File: src/rtl/stepper_pkg.sv
package stepper_pkg;

  // ----------------------------------------------------------------
  // Sizes
  // ----------------------------------------------------------------
  localparam int CHANNELS = 3;
  localparam int NIB_W = 4;
  localparam int IDX_W = 3;
  localparam int CNT_W = 16;
  localparam int HOLD_W = 8;
  localparam int RATE_W = 16;
  localparam int ACC_W = 25;
  localparam int ADR_W = 8;
  localparam int DAT_W = 32;
  localparam int SEL_W = 4;

  // ----------------------------------------------------------------
  // Timing
  // ----------------------------------------------------------------
  localparam int unsigned CLK_HZ_DEF = 20_000_000;
  localparam logic [RATE_W-1:0] RATE_MIN = 16'h000A;
  localparam logic [RATE_W-1:0] RATE_MAX = 16'h0FA0;
  localparam logic [RATE_W-1:0] RATE_RST = 16'h0064;

  // ----------------------------------------------------------------
  // Register map (byte addresses) and field positions
  // ----------------------------------------------------------------
  localparam logic [ADR_W-1:0] OFS_CONFIG = 8'h00;
  localparam logic [ADR_W-1:0] OFS_RATE = 8'h04;
  localparam logic [ADR_W-1:0] OFS_ENABLE = 8'h08;
  localparam logic [ADR_W-1:0] OFS_CMD = 8'h0C;
  localparam logic [ADR_W-1:0] OFS_STATUS = 8'h10;
  localparam logic [ADR_W-1:0] OFS_REMAIN0 = 8'h14;
  localparam logic [ADR_W-1:0] OFS_STOP = 8'h20;
  localparam logic [ADR_W-1:0] OFS_STRIDE = 8'h04;
  localparam int CFG_MODE_LSB = 0;
  localparam int CFG_HOLD_LSB = 8;
  localparam int CMD_DIR_BIT = 16;
  localparam int CMD_CH_LSB = 17;
  localparam int STAT_DRV_LSB = 4;
  localparam int REM_IDX_LSB = 16;

  // Drive modes; the spare code is refused on write
  typedef enum logic [1:0] {MODE_SINGLE, MODE_DUAL, MODE_HALF, MODE_SPARE} drive_mode_t;

  // Half-step table; bit 3 = C, bit 2 = D, bit 1 = B, bit 0 = A
  // Even entries form the single-winding walk, odd ones the dual walk
  localparam logic [7:0][NIB_W-1:0] HALF_TABLE =
    {4'h5, 4'h4, 4'h6, 4'h2, 4'hA, 4'h8, 4'h9, 4'h1};

  // Pattern shown for a table position in a given mode
  function automatic logic [NIB_W-1:0] pattern_of(input drive_mode_t mode,
                                                  input logic [IDX_W-1:0] idx);
    logic [IDX_W-1:0] pos;
    pos = idx;
    case (mode)
      MODE_HALF: pos = idx;
      MODE_DUAL: pos = {idx[1:0], 1'b1};
      default: pos = {idx[1:0], 1'b0};
    endcase
    return HALF_TABLE[pos];
  endfunction

  // Next table position; narrow counters wrap by themselves
  function automatic logic [IDX_W-1:0] next_index(input drive_mode_t mode,
                                                  input logic [IDX_W-1:0] idx,
                                                  input logic rev);
    logic [IDX_W-1:0] nx;
    nx = idx;
    if (mode == MODE_HALF) begin
      nx = rev ? IDX_W'(idx - 1'b1) : IDX_W'(idx + 1'b1);
    end else begin
      nx = {1'b0, rev ? 2'(idx[1:0] - 1'b1) : 2'(idx[1:0] + 1'b1)};
    end
    return nx;
  endfunction

endpackage

File: src/rtl/step_channel.sv
`timescale 1ns/10ps
module step_channel
  import stepper_pkg::*;
(
  input wire logic ref_clk,
  input wire logic sys_rst,
  input wire logic step_en,
  input wire drive_mode_t mode,
  input wire logic [HOLD_W-1:0] hold_len,
  input wire logic start,
  input wire logic [CNT_W-1:0] start_count,
  input wire logic start_rev,
  input wire logic abort,
  input wire logic kill,
  output logic [NIB_W-1:0] drive_q,
  output logic drive_oe_n,
  output logic busy,
  output logic [CNT_W-1:0] remain,
  output logic [IDX_W-1:0] index
);

  // ----------------------------------------------------------------
  // State
  // ----------------------------------------------------------------
  typedef enum logic [1:0] {CH_IDLE, CH_RUN, CH_HOLD} ch_state_t;

  typedef struct packed {
    ch_state_t st; // Sequencer phase
    logic [IDX_W-1:0] idx; // Next table entry to show
    logic [CNT_W-1:0] cnt; // Steps still to go
    logic [HOLD_W-1:0] hold; // Braking periods left
    logic rev; // Walk backwards
    logic [NIB_W-1:0] q; // Pattern on the port
    logic oe_n; // Low while the port is driven
  } ch_t;

  ch_t s_r; // Registered state
  ch_t s_nxt; // Next state

  // Next-state logic; step_en is the only thing that moves the table
  always_comb begin
    s_nxt = s_r;
    case (s_r.st)
      CH_IDLE: begin
        // A zero count leaves the port untouched
        if (start && start_count != '0) begin
          s_nxt.st = CH_RUN;
          s_nxt.cnt = start_count;
          s_nxt.rev = start_rev;
        end
      end
      CH_RUN: begin
        if (kill) begin
          s_nxt.st = CH_IDLE;
          s_nxt.oe_n = 1'b1;
        end else if (abort) begin
          // Early stop still brakes on the last pattern
          s_nxt.st = CH_HOLD;
          s_nxt.hold = hold_len;
        end else if (step_en) begin
          // Index is kept between runs, so a run starts anywhere
          s_nxt.q = pattern_of(mode, s_r.idx);
          s_nxt.oe_n = 1'b0;
          s_nxt.idx = next_index(mode, s_r.idx, s_r.rev);
          s_nxt.cnt = CNT_W'(s_r.cnt - 1'b1);
          if (s_r.cnt == CNT_W'(1)) begin
            s_nxt.st = CH_HOLD;
            s_nxt.hold = hold_len;
          end
        end
      end
      CH_HOLD: begin
        if (kill) begin
          s_nxt.st = CH_IDLE;
          s_nxt.oe_n = 1'b1;
        end else if (step_en) begin
          if (s_r.hold == '0) begin
            s_nxt.st = CH_IDLE;
            s_nxt.oe_n = 1'b1;
          end else begin
            s_nxt.hold = HOLD_W'(s_r.hold - 1'b1);
          end
        end
      end
      default: begin
        s_nxt.st = CH_IDLE;
        s_nxt.oe_n = 1'b1;
      end
    endcase
  end

  // State register; reset leaves the port released
  always_ff @(posedge ref_clk) begin
    if (sys_rst) begin
      s_r <= '0;
      s_r.oe_n <= 1'b1;
    end else begin
      s_r <= s_nxt;
    end
  end

  assign drive_q = s_r.q;
  assign drive_oe_n = s_r.oe_n;
  assign busy = (s_r.st != CH_IDLE);
  assign remain = s_r.cnt;
  assign index = s_r.idx;
endmodule

File: src/rtl/stepper_sequencer.sv
`timescale 1ns/10ps
// Notes on behaviour
// - One 4-bit nibble per step per motor
// - Bits 3..0 drive windings C, D, B, A
// - Single mode walks 0001 1000 0010 0100
// - Reverse direction walks the table backwards
// - Dual mode walks 1001 1010 0110 0101
// - Half step walks eight interleaved entries
// - Table wraps after its last entry
// - Runs start at the stored entry
// - Rate ten to four thousand steps per second
// - Hold last pattern 0-255 periods, then release
// - Count up to 65535; zero does nothing
// - Three channels, each its own port nibble
module stepper_sequencer
  import stepper_pkg::*;
#(
  parameter int unsigned CLK_HZ = CLK_HZ_DEF
)
(
  input wire logic ref_clk,
  input wire logic sys_rst,
  input wire logic wb_cyc_i,
  input wire logic wb_stb_i,
  input wire logic wb_we_i,
  input wire logic [ADR_W-1:0] wb_adr_i,
  input wire logic [SEL_W-1:0] wb_sel_i,
  input wire logic [DAT_W-1:0] wb_dat_i,
  output logic [DAT_W-1:0] wb_dat_o,
  output logic wb_ack_o,
  output logic [CHANNELS*NIB_W-1:0] drive_q,
  output logic [CHANNELS-1:0] drive_oe_n
);

  // ----------------------------------------------------------------
  // Constants
  // ----------------------------------------------------------------
  // Accumulator wraps at the clock rate; one wrap is one step period
  localparam logic [ACC_W-1:0] ACC_TOP = ACC_W'(CLK_HZ);
  // Fewest cycles between two steps at the fastest rate
  localparam int MIN_GAP = CLK_HZ / RATE_MAX;

  // ----------------------------------------------------------------
  // State
  // ----------------------------------------------------------------
  typedef struct packed {
    drive_mode_t mode; // Shared drive mode
    logic [HOLD_W-1:0] hold; // Shared braking periods
    logic [RATE_W-1:0] rate; // Steps per second
    logic [CHANNELS-1:0] ena; // Channel enables
    logic [ACC_W-1:0] acc; // Rate accumulator
    logic step_en; // One-cycle step pulse
    logic [CHANNELS-1:0] start; // One-cycle run requests
    logic [CNT_W-1:0] count; // Count for the request
    logic rev; // Direction for the request
    logic [CHANNELS-1:0] abort; // One-cycle stop requests
    logic ack; // Bus acknowledge
    logic [DAT_W-1:0] dat; // Bus read data
  } top_t;

  top_t t_r; // Registered state
  top_t t_nxt; // Next state

  // Channel views
  logic [CHANNELS-1:0] ch_busy; // Channel not idle
  logic [CHANNELS-1:0][CNT_W-1:0] ch_remain; // Steps still to go
  logic [CHANNELS-1:0][IDX_W-1:0] ch_index; // Next table entry

  // ----------------------------------------------------------------
  // Helpers
  // ----------------------------------------------------------------
  // Byte-lane merge of a write into an old word
  function automatic logic [DAT_W-1:0] merge(input logic [DAT_W-1:0] old,
                                             input logic [DAT_W-1:0] wd,
                                             input logic [SEL_W-1:0] sel);
    logic [DAT_W-1:0] res;
    res = old;
    for (int b = 0; b < SEL_W; b++) begin
      if (sel[b]) begin
        res[b*8 +: 8] = wd[b*8 +: 8];
      end
    end
    return res;
  endfunction

  // Keeps the rate inside the drivable range
  function automatic logic [RATE_W-1:0] clamp_rate(input logic [RATE_W-1:0] rq);
    logic [RATE_W-1:0] res;
    res = rq;
    if (rq < RATE_MIN) begin
      res = RATE_MIN;
    end else if (rq > RATE_MAX) begin
      res = RATE_MAX;
    end
    return res;
  endfunction

  // ----------------------------------------------------------------
  // Bus slave and step divider
  // ----------------------------------------------------------------
  // Request is taken on the edge where it is seen and ack is low
  logic req; // New bus request
  logic [ADR_W-1:0] word_adr; // Byte address with lanes stripped
  logic [DAT_W-1:0] cfg_view; // Config as a bus word
  logic [DAT_W-1:0] wr_word; // Merged write word
  logic [CHANNELS-1:0] stop_bits; // Stop lanes of a write

  assign req = wb_cyc_i && wb_stb_i && !t_r.ack;
  assign word_adr = {wb_adr_i[ADR_W-1:2], 2'b00};

  // Next state for registers, divider and bus answer
  always_comb begin
    logic [ACC_W-1:0] acc_sum;
    acc_sum = '0;
    t_nxt = t_r;
    t_nxt.start = '0;
    t_nxt.abort = '0;
    t_nxt.ack = req;
    cfg_view = '0;
    cfg_view[CFG_MODE_LSB +: 2] = t_r.mode;
    cfg_view[CFG_HOLD_LSB +: HOLD_W] = t_r.hold;
    wr_word = '0;
    stop_bits = '0;

    // Phase accumulator gives an exact average rate without a divider
    acc_sum = ACC_W'(t_r.acc + ACC_W'(t_r.rate));
    t_nxt.step_en = 1'b0;
    if (acc_sum >= ACC_TOP) begin
      t_nxt.acc = ACC_W'(acc_sum - ACC_TOP);
      t_nxt.step_en = 1'b1;
    end else begin
      t_nxt.acc = acc_sum;
    end

    // Writes
    if (req && wb_we_i) begin
      case (word_adr)
        OFS_CONFIG: begin
          wr_word = merge(cfg_view, wb_dat_i, wb_sel_i);
          // Spare mode code is refused and the old mode kept
          if (drive_mode_t'(wr_word[CFG_MODE_LSB +: 2]) != MODE_SPARE) begin
            t_nxt.mode = drive_mode_t'(wr_word[CFG_MODE_LSB +: 2]);
          end
          t_nxt.hold = wr_word[CFG_HOLD_LSB +: HOLD_W];
        end
        OFS_RATE: begin
          wr_word = merge(DAT_W'(t_r.rate), wb_dat_i, wb_sel_i);
          t_nxt.rate = clamp_rate(wr_word[RATE_W-1:0]);
        end
        OFS_ENABLE: begin
          wr_word = merge(DAT_W'(t_r.ena), wb_dat_i, wb_sel_i);
          t_nxt.ena = wr_word[CHANNELS-1:0];
        end
        OFS_CMD: begin
          wr_word = merge('0, wb_dat_i, wb_sel_i);
          t_nxt.count = wr_word[CNT_W-1:0];
          t_nxt.rev = wr_word[CMD_DIR_BIT];
          // Runs on a disabled or busy channel are ignored
          for (int c = 0; c < CHANNELS; c++) begin
            if (wr_word[CMD_CH_LSB +: 2] == 2'(c) && t_r.ena[c] && !ch_busy[c]) begin
              t_nxt.start[c] = 1'b1;
            end
          end
        end
        OFS_STOP: begin
          wr_word = merge('0, wb_dat_i, wb_sel_i);
          stop_bits = wr_word[CHANNELS-1:0];
          t_nxt.abort = stop_bits;
        end
        default: begin
          // Unmapped or read-only word: write is dropped
        end
      endcase
    end

    // Reads; unmapped words read as zero
    t_nxt.dat = '0;
    if (req && !wb_we_i) begin
      case (word_adr)
        OFS_CONFIG: t_nxt.dat = cfg_view;
        OFS_RATE: t_nxt.dat = DAT_W'(t_r.rate);
        OFS_ENABLE: t_nxt.dat = DAT_W'(t_r.ena);
        OFS_STATUS: begin
          t_nxt.dat[CHANNELS-1:0] = ch_busy;
          t_nxt.dat[STAT_DRV_LSB +: CHANNELS] = ~drive_oe_n;
        end
        default: begin
          for (int c = 0; c < CHANNELS; c++) begin
            if (word_adr == ADR_W'(OFS_REMAIN0 + ADR_W'(c) * OFS_STRIDE)) begin
              t_nxt.dat[CNT_W-1:0] = ch_remain[c];
              t_nxt.dat[REM_IDX_LSB +: IDX_W] = ch_index[c];
            end
          end
        end
      endcase
    end
  end

  // State register
  always_ff @(posedge ref_clk) begin
    if (sys_rst) begin
      t_r <= '0;
      t_r.rate <= RATE_RST;
    end else begin
      t_r <= t_nxt;
    end
  end

  // Answer and read data come straight from the state register
  assign wb_ack_o = t_r.ack;
  assign wb_dat_o = t_r.dat;

  // ----------------------------------------------------------------
  // Channels
  // ----------------------------------------------------------------
  // Disabling a channel drops its port at once, without braking
  for (genvar g = 0; g < CHANNELS; g++) begin : g_ch
    step_channel u_ch (
      .ref_clk(ref_clk),
      .sys_rst(sys_rst),
      .step_en(t_r.step_en),
      .mode(t_r.mode),
      .hold_len(t_r.hold),
      .start(t_r.start[g]),
      .start_count(t_r.count),
      .start_rev(t_r.rev),
      .abort(t_r.abort[g]),
      .kill(!t_r.ena[g]),
      .drive_q(drive_q[g*NIB_W +: NIB_W]),
      .drive_oe_n(drive_oe_n[g]),
      .busy(ch_busy[g]),
      .remain(ch_remain[g]),
      .index(ch_index[g])
    );
  end

  // ----------------------------------------------------------------
  // Checks
  // ----------------------------------------------------------------
  // Cycles since the last step pulse, saturating
  logic [ACC_W-1:0] gap_r;
  logic seen_r;

  always_ff @(posedge ref_clk) begin
    if (sys_rst) begin
      gap_r <= '0;
      seen_r <= 1'b0;
    end else begin
      if (t_r.step_en) begin
        gap_r <= '0;
        seen_r <= 1'b1;
      end else if (gap_r != '1) begin
        gap_r <= ACC_W'(gap_r + 1'b1);
      end
      // A rate write may legally pull the next step in, so restart the watch
      if (t_nxt.rate != t_r.rate) begin
        seen_r <= 1'b0;
      end
    end
  end
endmodule

File: config.mk
export PLATFORM = sky130hd
export DESIGN_NAME = stepper_sequencer
export DESIGN_NICKNAME = d
export VERILOG_FILES = /design/src/rtl/stepper_pkg.sv /design/src/rtl/step_channel.sv /design/src/rtl/stepper_sequencer.sv
export SDC_FILE = /design/constraint.sdc
export NUM_CORES = 1
export LEC_CHECK = 0
export ABC_AREA = 1
export ABC_CLOCK_PERIOD_IN_PS = 3500
export BUFFER_PORTS_ARGS = -buffer_cell sky130_fd_sc_hd__buf_2
export CAP_MARGIN = 5
export CORE_MARGIN = 2
export CORE_UTILIZATION = 55
export CTS_CLUSTER_SIZE = 40
export DETAILED_ROUTE_END_ITERATION = 8
export PLACE_DENSITY = 0.74
export SYNTH_ARGS = -nofsm -noshare
export SYNTH_HDL_FRONTEND = slang
export SYNTH_SLANG_ARGS = --single-unit
File: constraint.sdc
create_clock -name ref_clk -period 3.5 [get_ports ref_clk]
set_input_delay 0.525 -clock ref_clk [delete_from_list [all_inputs] [get_ports ref_clk]]
set_output_delay 0.525 -clock ref_clk [all_outputs]
set_load 0.1 [all_outputs]
==> metrics.yaml, run 1 <==
status: "finished clean"
grt_pass1_vias: 12600
yosysTopAreaCellShare: 0.309
ios: 97
multi_input_area_um2: 7460
switching_share: 0.331
cts_buffers: 24
tightest_slew_ns: 0.839
place_congestion: 0.977
timing.final.crit_period_ns: 3.19
path_class: "flop to flop"
dp.cells: 2377
clock_skew_ns: 0.0181
seqCellArea_um2: 4070
synthToLayoutAreaGrowth_pct: 9.85
clkPwrFrac: 0.390
hold_ws_ns: 0.297
initial_core_util: 0.560
cts_root_buf: "clkbuf_16"
max-clock-path-buffers: 3
hpwl_um: 32500
crit_fanout: 7
critPathCaptureType: "flop"
ys_seq_elements: 203
cp.arrival_ns: 3.60
ir_drop_mv: 0.403
viasPerCell: 5.72
worstPathCellList: "ha_1 > nand2_1 > nor2_1 > nand2_1 > nand3_1 > nand2_1 > nand3_1 > nand2_1 > inv_1 > ha_1 > nand2_1 > nor2_1 > nand2_1 > nor2_1 > nand4_1 > nor2_4 > nand3_1 > nor2_1 > nand2_2 > nand3_4 > nand3_1 > nand2_1 > nor2_1"
max_stage_delay_ns: 0.39
grt_max_degree: 83
ant_nets: 0
drt-wirelength-per-cell_um: 17.8
p_leak_nw: 6.38
drc: 0
synthSimpleGateAreaFrac: 0.307
synth_mux_area_frac: 0
nets: 2173
crit_slowest_cell: "ha_1"
power_density_nw_per_um2: 445
cpLargestDelayFamily: "simple AND/OR/NAND/NOR gates"
start_kind: "flop"
ctsHtreeMaxLevel: 1
io_buffers: 67
cts_tree: "built"
internal-power_mw: 4.30
path_buf_inv: 1
die_h_um: 159
drt_iter0_drc: 1518
coreArea_um2: 23500
drive_above_1_share: 0.104
p_comb_frac: 0.224
timing.reg2reg.setup_slack_ns: 0.31
critPathRequiredTime_ns: 3.91
cts.clk_slew.worst_paths_ns: 0.06
num_rows: 56
synth.most_common_cell: "nand2_1"
place_ws_ns: 0.0911
hp-class: "primary input to flop"
synthFlopType: "dfxtp_1"
path_common_cell: "nand2_1"
synth_compound_area_frac: 0.199
vias: 13900
fin_cells: 2425
seqPwrFrac: 0.386
maxCapViolations: 0
fillers: 2242
synth_top_area_cell: "dfxtp_1"
synth_area_leaders: "dfxtp_1 (31%), nand2_1 (13%), inv_1 (8.0%)"
hold_buffers: 0
synth_edf_count: 0
fmax_mhz: 313
synth-xor-area-share: 0.0153
setup_viol: 0
grt_pass1_wl_um: 66800
synth_cell_types: 57
syn-cell-area_um2: 13100
firstDrtPassIters: 5
syn_inst: 2060
post_synth.cell_area_avg_um2: 6.38
die_x_um: 159
clock_latency_ns: 0.53
hold_violations: 0
slew_viol_final: 0
synth_common_cells: "nand2_1 (462), inv_1 (280), nor2_1 (209), dfxtp_1 (203), a21oi_1 (175)"
ys_async_sr_fraction: 0
wirelength_um: 43100
antenna_found_initial: 1
setup_ws_ns: 0.306
synth_adder_area_share: 0.0366
clock-sinks: 203
synth_top_family_by_area: "simple AND/OR/NAND/NOR gates"
rsz0062_at_grt: "no"
seq_area_frac_synth: 0.309
fin_crit_sh: 0.913
switchingPower_mw: 2.13
setup_tns_ns: 0
die_area_um2: 25100
grt_usage: 0.339
yosysWarnings: 0
grt-ovfl-total: 0
slew_headroom: 0.436
[layer usage]
| layer | share of wire | GRT usage |
|---|---|---|
| met2 | 0.44 | 0.548 |
| met1 | 0.42 | 0.438 |
| met4 | 0.057 | 0.174 |
| met3 | 0.078 | 0.0547 |
| met5 | 0 | 0 |
[sequential cells by signal, indices dropped and copies added (netlist names)]
| signal | count |
|---|---|
| t_r | 68 |
| wb_ack_o | 1 |
| cfg_view | 10 |
| g_ch.u_ch.drive_q | 12 |
| g_ch.u_ch.s_r | 33 |
| g_ch.u_ch.remain | 48 |
| wb_dat_o | 19 |
| g_ch.u_ch.drive_oe_n | 3 |
| g_ch.u_ch.index | 9 |
[cell families (layout without fill, tap and decap cells)]
family	Yosys count	after routing
and+or+nand+nor	932	935
buffers and inverters	409	439
other	1	14
xor gates and xnor gates	23	23
AOI/OAI and AO/OA	456	456
DFF	203	203
adders and majority gates	36	36
[power groups by stage]
stage	Clock (mW)	Sequential, mW	Combinational [mW]
floorplan	0	2.51	1.07
global route	2.62	2.49	1.61
finish	2.51	2.48	1.44
detailed placement	0	2.53	1.40
global placement	0	2.53	1.38
CTS	2.53	2.48	1.40
[cell usage in the layout (no fill, tap or decap), types with 4 or more instances in the layout]
cell type	n
inv_2	13
nor2_1	207
a211oi_1	17
nand2_1	461
nand2_2	17
nand3_1	103
clkinv_2	4
a21o_1	4
or2_2	4
clkinv_1	7
a22oi_1	7
o22ai_1	16
a221oi_1	13
o21ai_0	140
a21oi_2	10
a21oi_1	175
clkbuf_8	6
nor4_1	21
xor2_1	13
nand4_1	31
nand3_2	7
nor2_2	16
a31oi_1	33
xnor2_1	10
clkbuf_1	6
buf_4	28
nand3b_1	5
ha_1	31
nor3_1	47
buf_2	66
clkbuf_16	25
conb_1	13
o21a_1	12
dfxtp_1	200
o211ai_1	5
inv_1	279
[stage by stage]
stage | power (mW) | utilization | instance area [µm²]
after floorplan | 3.59 | - | 13200
after global placement | 3.90 | 0.578 | 13600
after detailed placement | 3.93 | 0.578 | 13600
after CTS | 6.41 | 0.612 | 14400
after global routing | 6.72 | 0.615 | 14400
final | 6.43 | 0.615 | 14400
[worst paths after layout]
kind	from	endpoint	cells after the start
max	t_r[87]	t_r[70]	23
min	wb_dat_i[16]	t_r[36]	3
max reg2reg	t_r[87]	t_r[70]	23
min reg2reg	g_ch[0].u_ch.drive_q[2]	g_ch[0].u_ch.drive_q[2]	2
[cell type report]
class | instances | share of cell area
antenna | 1 | 0.000173
timing repair buffer | 97 | 0.0416
sequential | 203 | 0.282
clock inverter | 6 | 0.00399
clock buffer | 37 | 0.0506
multi-input combinational | 1463 | 0.517
tap | 319 | 0.0276
inverter | 299 | 0.0777
[timing repair]
action	CTS	global route
buffers inserted	0	1
gates resized for setup	0	12
endpoints found under the setup margin	0	18
[worst reg2reg max path, stage by stage, from the launching register on]
cell and delay, ns:
dfxtp_1 0.31, ha_1 0.39, nand2_1 0.09, nor2_1 0.20
nand2_1 0.10, nand3_1 0.10, nand2_1 0.07, nand3_1 0.09
nand2_1 0.08, inv_1 0.08, ha_1 0.15, nand2_1 0.05
nor2_1 0.08, nand2_1 0.06, nor2_1 0.10, nand4_1 0.13
nor2_4 0.20, nand3_1 0.10, nor2_1 0.13, nand2_2 0.16
nand3_4 0.19, nand3_1 0.10, nand2_1 0.07, nor2_1 0.05
Power figures use the tool's default switching activity.
==> inputs of run 2 (changes only) <==
--- a/config.mk
+++ b/config.mk
@@ -10,10 +10,11 @@
 export BUFFER_PORTS_ARGS = -buffer_cell sky130_fd_sc_hd__buf_2
 export CAP_MARGIN = 5
 export CORE_MARGIN = 2
-export CORE_UTILIZATION = 55
+export CORE_UTILIZATION = 45
 export CTS_CLUSTER_SIZE = 40
 export DETAILED_ROUTE_END_ITERATION = 8
-export PLACE_DENSITY = 0.74
+export SLEW_MARGIN = 5
 export SYNTH_ARGS = -nofsm -noshare
 export SYNTH_HDL_FRONTEND = slang
+export SYNTH_HIERARCHICAL = 1
 export SYNTH_SLANG_ARGS = --single-unit
==> metrics.yaml, run 2 <==
die_h_um: 183  # +15%
fin_area_um2: 15400  # +6.5%
critPathRequiredTime_ns: 3.93  # +0.02 ns
crit_slowest_cell: "fa_2"
cts.clk_slew.worst_paths_ns: 0.06  # about the same
cts_root_buf: "clkbuf_16"
initial_core_util: 0.456  # -0.104
coreArea_um2: 31500  # +34%
reg2reg_depth: 24  # +4.3%
internal-power_mw: 4.22  # -2.0%
holdPathStages: 2  # -1
p_comb_frac: 0.057  # -0.167
synth_top_family_by_area: "simple AND/OR/NAND/NOR gates"
grt_pass1_vias: 13100  # +4.0%
path_common_cell: "nand3_1"
antenna-diode-count: 0  # -1
crit_fanout: 4  # -3
switchingPower_mw: 1.35  # -37%
clock_latency_ns: 0.53  # about the same
grt_max_degree: 32  # -61%
wirelength_um: 46700  # +8.4%
syn_inst: 2391  # +16%
synth_common_cells: "nand2_1 (681), nor2_1 (380), inv_1 (292), nand3_1 (221), dfxtp_1 (203)"
drt_iter0_drc: 1413  # -6.9%
antenna_found_initial: 0  # -1
maxCapViolations: 0  # unchanged
p_leak_nw: 7.67  # +20%
power_density_nw_per_um2: 362  # -19%
drt-wirelength-per-cell_um: 16.8  # -5.5%
clock-sinks: 203  # unchanged
dp.cells: 2733  # +15%
fin_crit_sh: 0.917  # +0.00407
hold_violations: 0  # unchanged
fin_cells: 2782  # +15%
synthSimpleGateAreaFrac: 0.403  # +0.0960
worstPathCellList: "ha_1 > fa_2 > nand3_2 > nand2_2 > nand2_1 > nand2_2 > nand2_1 > nand2_2 > inv_2 > ha_1 > nand3_1 > nor2_1 > nand3_1 > nor2_1 > nand3_1 > nor2_1 > nand3_1 > nor2_2 > nand2_4 > buf_4 > nand2_1 > nand3_1 > nand2_1 > nor2_1"
cts_buffers: 25  # +4.2%
synthToLayoutAreaGrowth_pct: 7.18
hp-class: "primary input to flop"
synth_compound_area_frac: 0.117  # -0.0826
io_buffers: 67  # unchanged
setup_viol: 0  # unchanged
synth.most_common_cell: "nand2_1"
hpwl_um: 34700  # +6.6%
seqPwrFrac: 0.418  # +0.032
status: "finished clean"
synth_area_leaders: "dfxtp_1 (28%), nand2_1 (18%), nor2_1 (9.9%)"
seq_area_frac_synth: 0.283  # -0.0260
synth_mux_area_frac: 0  # unchanged
drc: 0  # unchanged
firstDrtPassIters: 5  # unchanged
die_x_um: 183  # +15%
synth_adder_area_share: 0.0370  # +0.000415
dpl_cell_area_um2: 14300  # +5.7%
path_class: "flop to flop"
slew_viol_final: 0  # unchanged
fmax_mhz: 312  # -0.44%
ir_drop_mv: 0.364  # -9.7%
synth_edf_count: 0  # unchanged
ant_nets: 0  # unchanged
ys_async_sr_fraction: 0  # unchanged
layout_common_cells: "nand2_1 (678), nor2_1 (379), inv_1 (291)"
ios: 97  # unchanged
hold_buffers: 0  # unchanged
grt_usage: 0.272  # -0.0668
vias: 14900  # +7.0%
drive_above_1_share: 0.0920  # -0.0120
clock_skew_ns: 0.0134  # -0.00465 ns
grt_pass1_wl_um: 71600  # +7.2%
die_area_um2: 33300  # +33%
yosysTopAreaCellShare: 0.283  # -0.0260
viasPerCell: 5.34  # -6.7%
switching_share: 0.242  # -0.0887
tightest_slew_ns: 1.22  # +0.377 ns
grt-ovfl-total: 0  # unchanged
ctsHtreeMaxLevel: 1  # unchanged
syn-cell-area_um2: 14300  # +9.2%
synth_top_area_cell: "dfxtp_1"
synth-xor-area-share: 0.00916  # -0.00617
cts_tree: "built"
start_kind: "flop"
cp.arrival_ns: 3.64  # +0.04 ns
layout_commonest_cell: "nand2_1"
clkPwrFrac: 0.525  # +0.135
synthFlopType: "dfxtp_1"
place_congestion: 0.969  # -0.77%
timing.final.crit_period_ns: 3.21  # +0.0142 ns
slew_headroom: 0.188  # -0.248
regMostFlops: "t_r"
largest_reg_flops: 68  # unchanged
synth_cell_types: 54  # -5.3%
critPathCaptureType: "flop"
ys_seq_elements: 203  # unchanged
yosysWarnings: 6  # +6
nets: 2450  # +13%
max_stage_delay_ns: 0.36  # -0.03 ns
post_synth.cell_area_avg_um2: 6.00  # -5.9%
max-clock-path-buffers: 3  # unchanged
num_rows: 65  # +16%
run 2: changes by cell type in the layout (fill, tap and decap cells not counted), moves of 15 or more:
| cell | delta |
|---|---|
| nand2_1 | +217 |
| nor2_1 | +172 |
| nand3_1 | +117 |
| a21oi_1 | -59 |
| o21ai_0 | -39 |
| nor3_1 | -38 |
| a31oi_1 | -21 |
| nor4_1 | -16 |
| nand4_1 | -15 |
run 2: path summary, 6_finish.rpt:
path / start / to / slack [ns]
worst min register to register: g_ch[2].u_ch/drive_q[3] / g_ch[2].u_ch/drive_q[3] / 0.46
worst max-delay path: t_r[85] / t_r[74] / 0.29
worst min-delay path: wb_dat_i[18] / t_r[54] / 0.22
worst max register to register: t_r[85] / t_r[74] / 0.29
run 2: power groups by stage:
| stage | Combinational, mW | Sequential, mW | Clock [mW] |
|---|---|---|---|
| after global routing | 0.343 | 2.32 | 3.06 |
| final | 0.316 | 2.33 | 2.92 |
| after detailed placement | 0.304 | 2.38 | 0 |
| after CTS | 0.305 | 2.32 | 2.96 |
| after global placement | 0.301 | 2.38 | 0 |
| after floorplan | 0.220 | 2.38 | 0 |
run 2: routing by layer:
layer	vias to the layer above	routed length, µm	track usage
met1	6780	21600	0.387
met5	-	0	0
li1	7408	-	-
met2	581	19500	0.413
met3	85	4110	0.0527
met4	0	1540	0.0884
run 2: logic make-up (layout without fill, tap and decap cells):
| kind of cell | Yosys count | in the layout |
|---|---|---|
| compound gates | 296 | 296 |
| xor+xnor | 15 | 15 |
| fa+ha+maj | 40 | 40 |
| buf+inv | 459 | 434 |
| flops | 203 | 203 |
| other cells | 1 | 13 |
| simple gates | 1377 | 1379 |
run 2: per-stage QoR:
| step | power, mW | TNS, ns | util | setup WS, ns | hold WS [ns] |
|---|---|---|---|---|---|
| finish | 5.57 | 0 | 0.489 | 0.292 | 0.223 |
| global route | 5.72 | -0.0980 | 0.489 | -0.0293 | 0.205 |
| CTS | 5.59 | 0 | 0.485 | 0.0642 | 0.201 |
| detailed placement | 2.68 | 0 | 0.455 | 0.0887 | 0.453 |
| global placement | 2.68 | 0 | 0.455 | 0.222 | 0.449 |
| floorplan | 2.60 | 0 | - | 0.637 | 0.438 |
run 2: layout make-up:
cell class                 instances  area, µm²
clock buffer                      28        667
fill                            3270      16100
sequential                       203       4070
timing repair buffer              84        463
inverter                         304       1140
clock inverter                    18        268
multi-input combinational       1743       8270
tap                              402        503
run 2: worst max-delay path: cells and delay by family (launching register included):
| family | cells | cell delay [ns] |
|---|---|---|
| AND/OR/NAND/NOR | 19 | 1.81 |
| flip-flops | 1 | 0.32 |
| adder cells (fa/ha/maj) | 3 | 0.75 |
| buffers and inverters | 2 | 0.23 |
run 2: repair_timing:
item,in CTS,in global routing
endpoints found under the setup margin,0,18
setup buffers,0,1
gates resized for setup,0,19
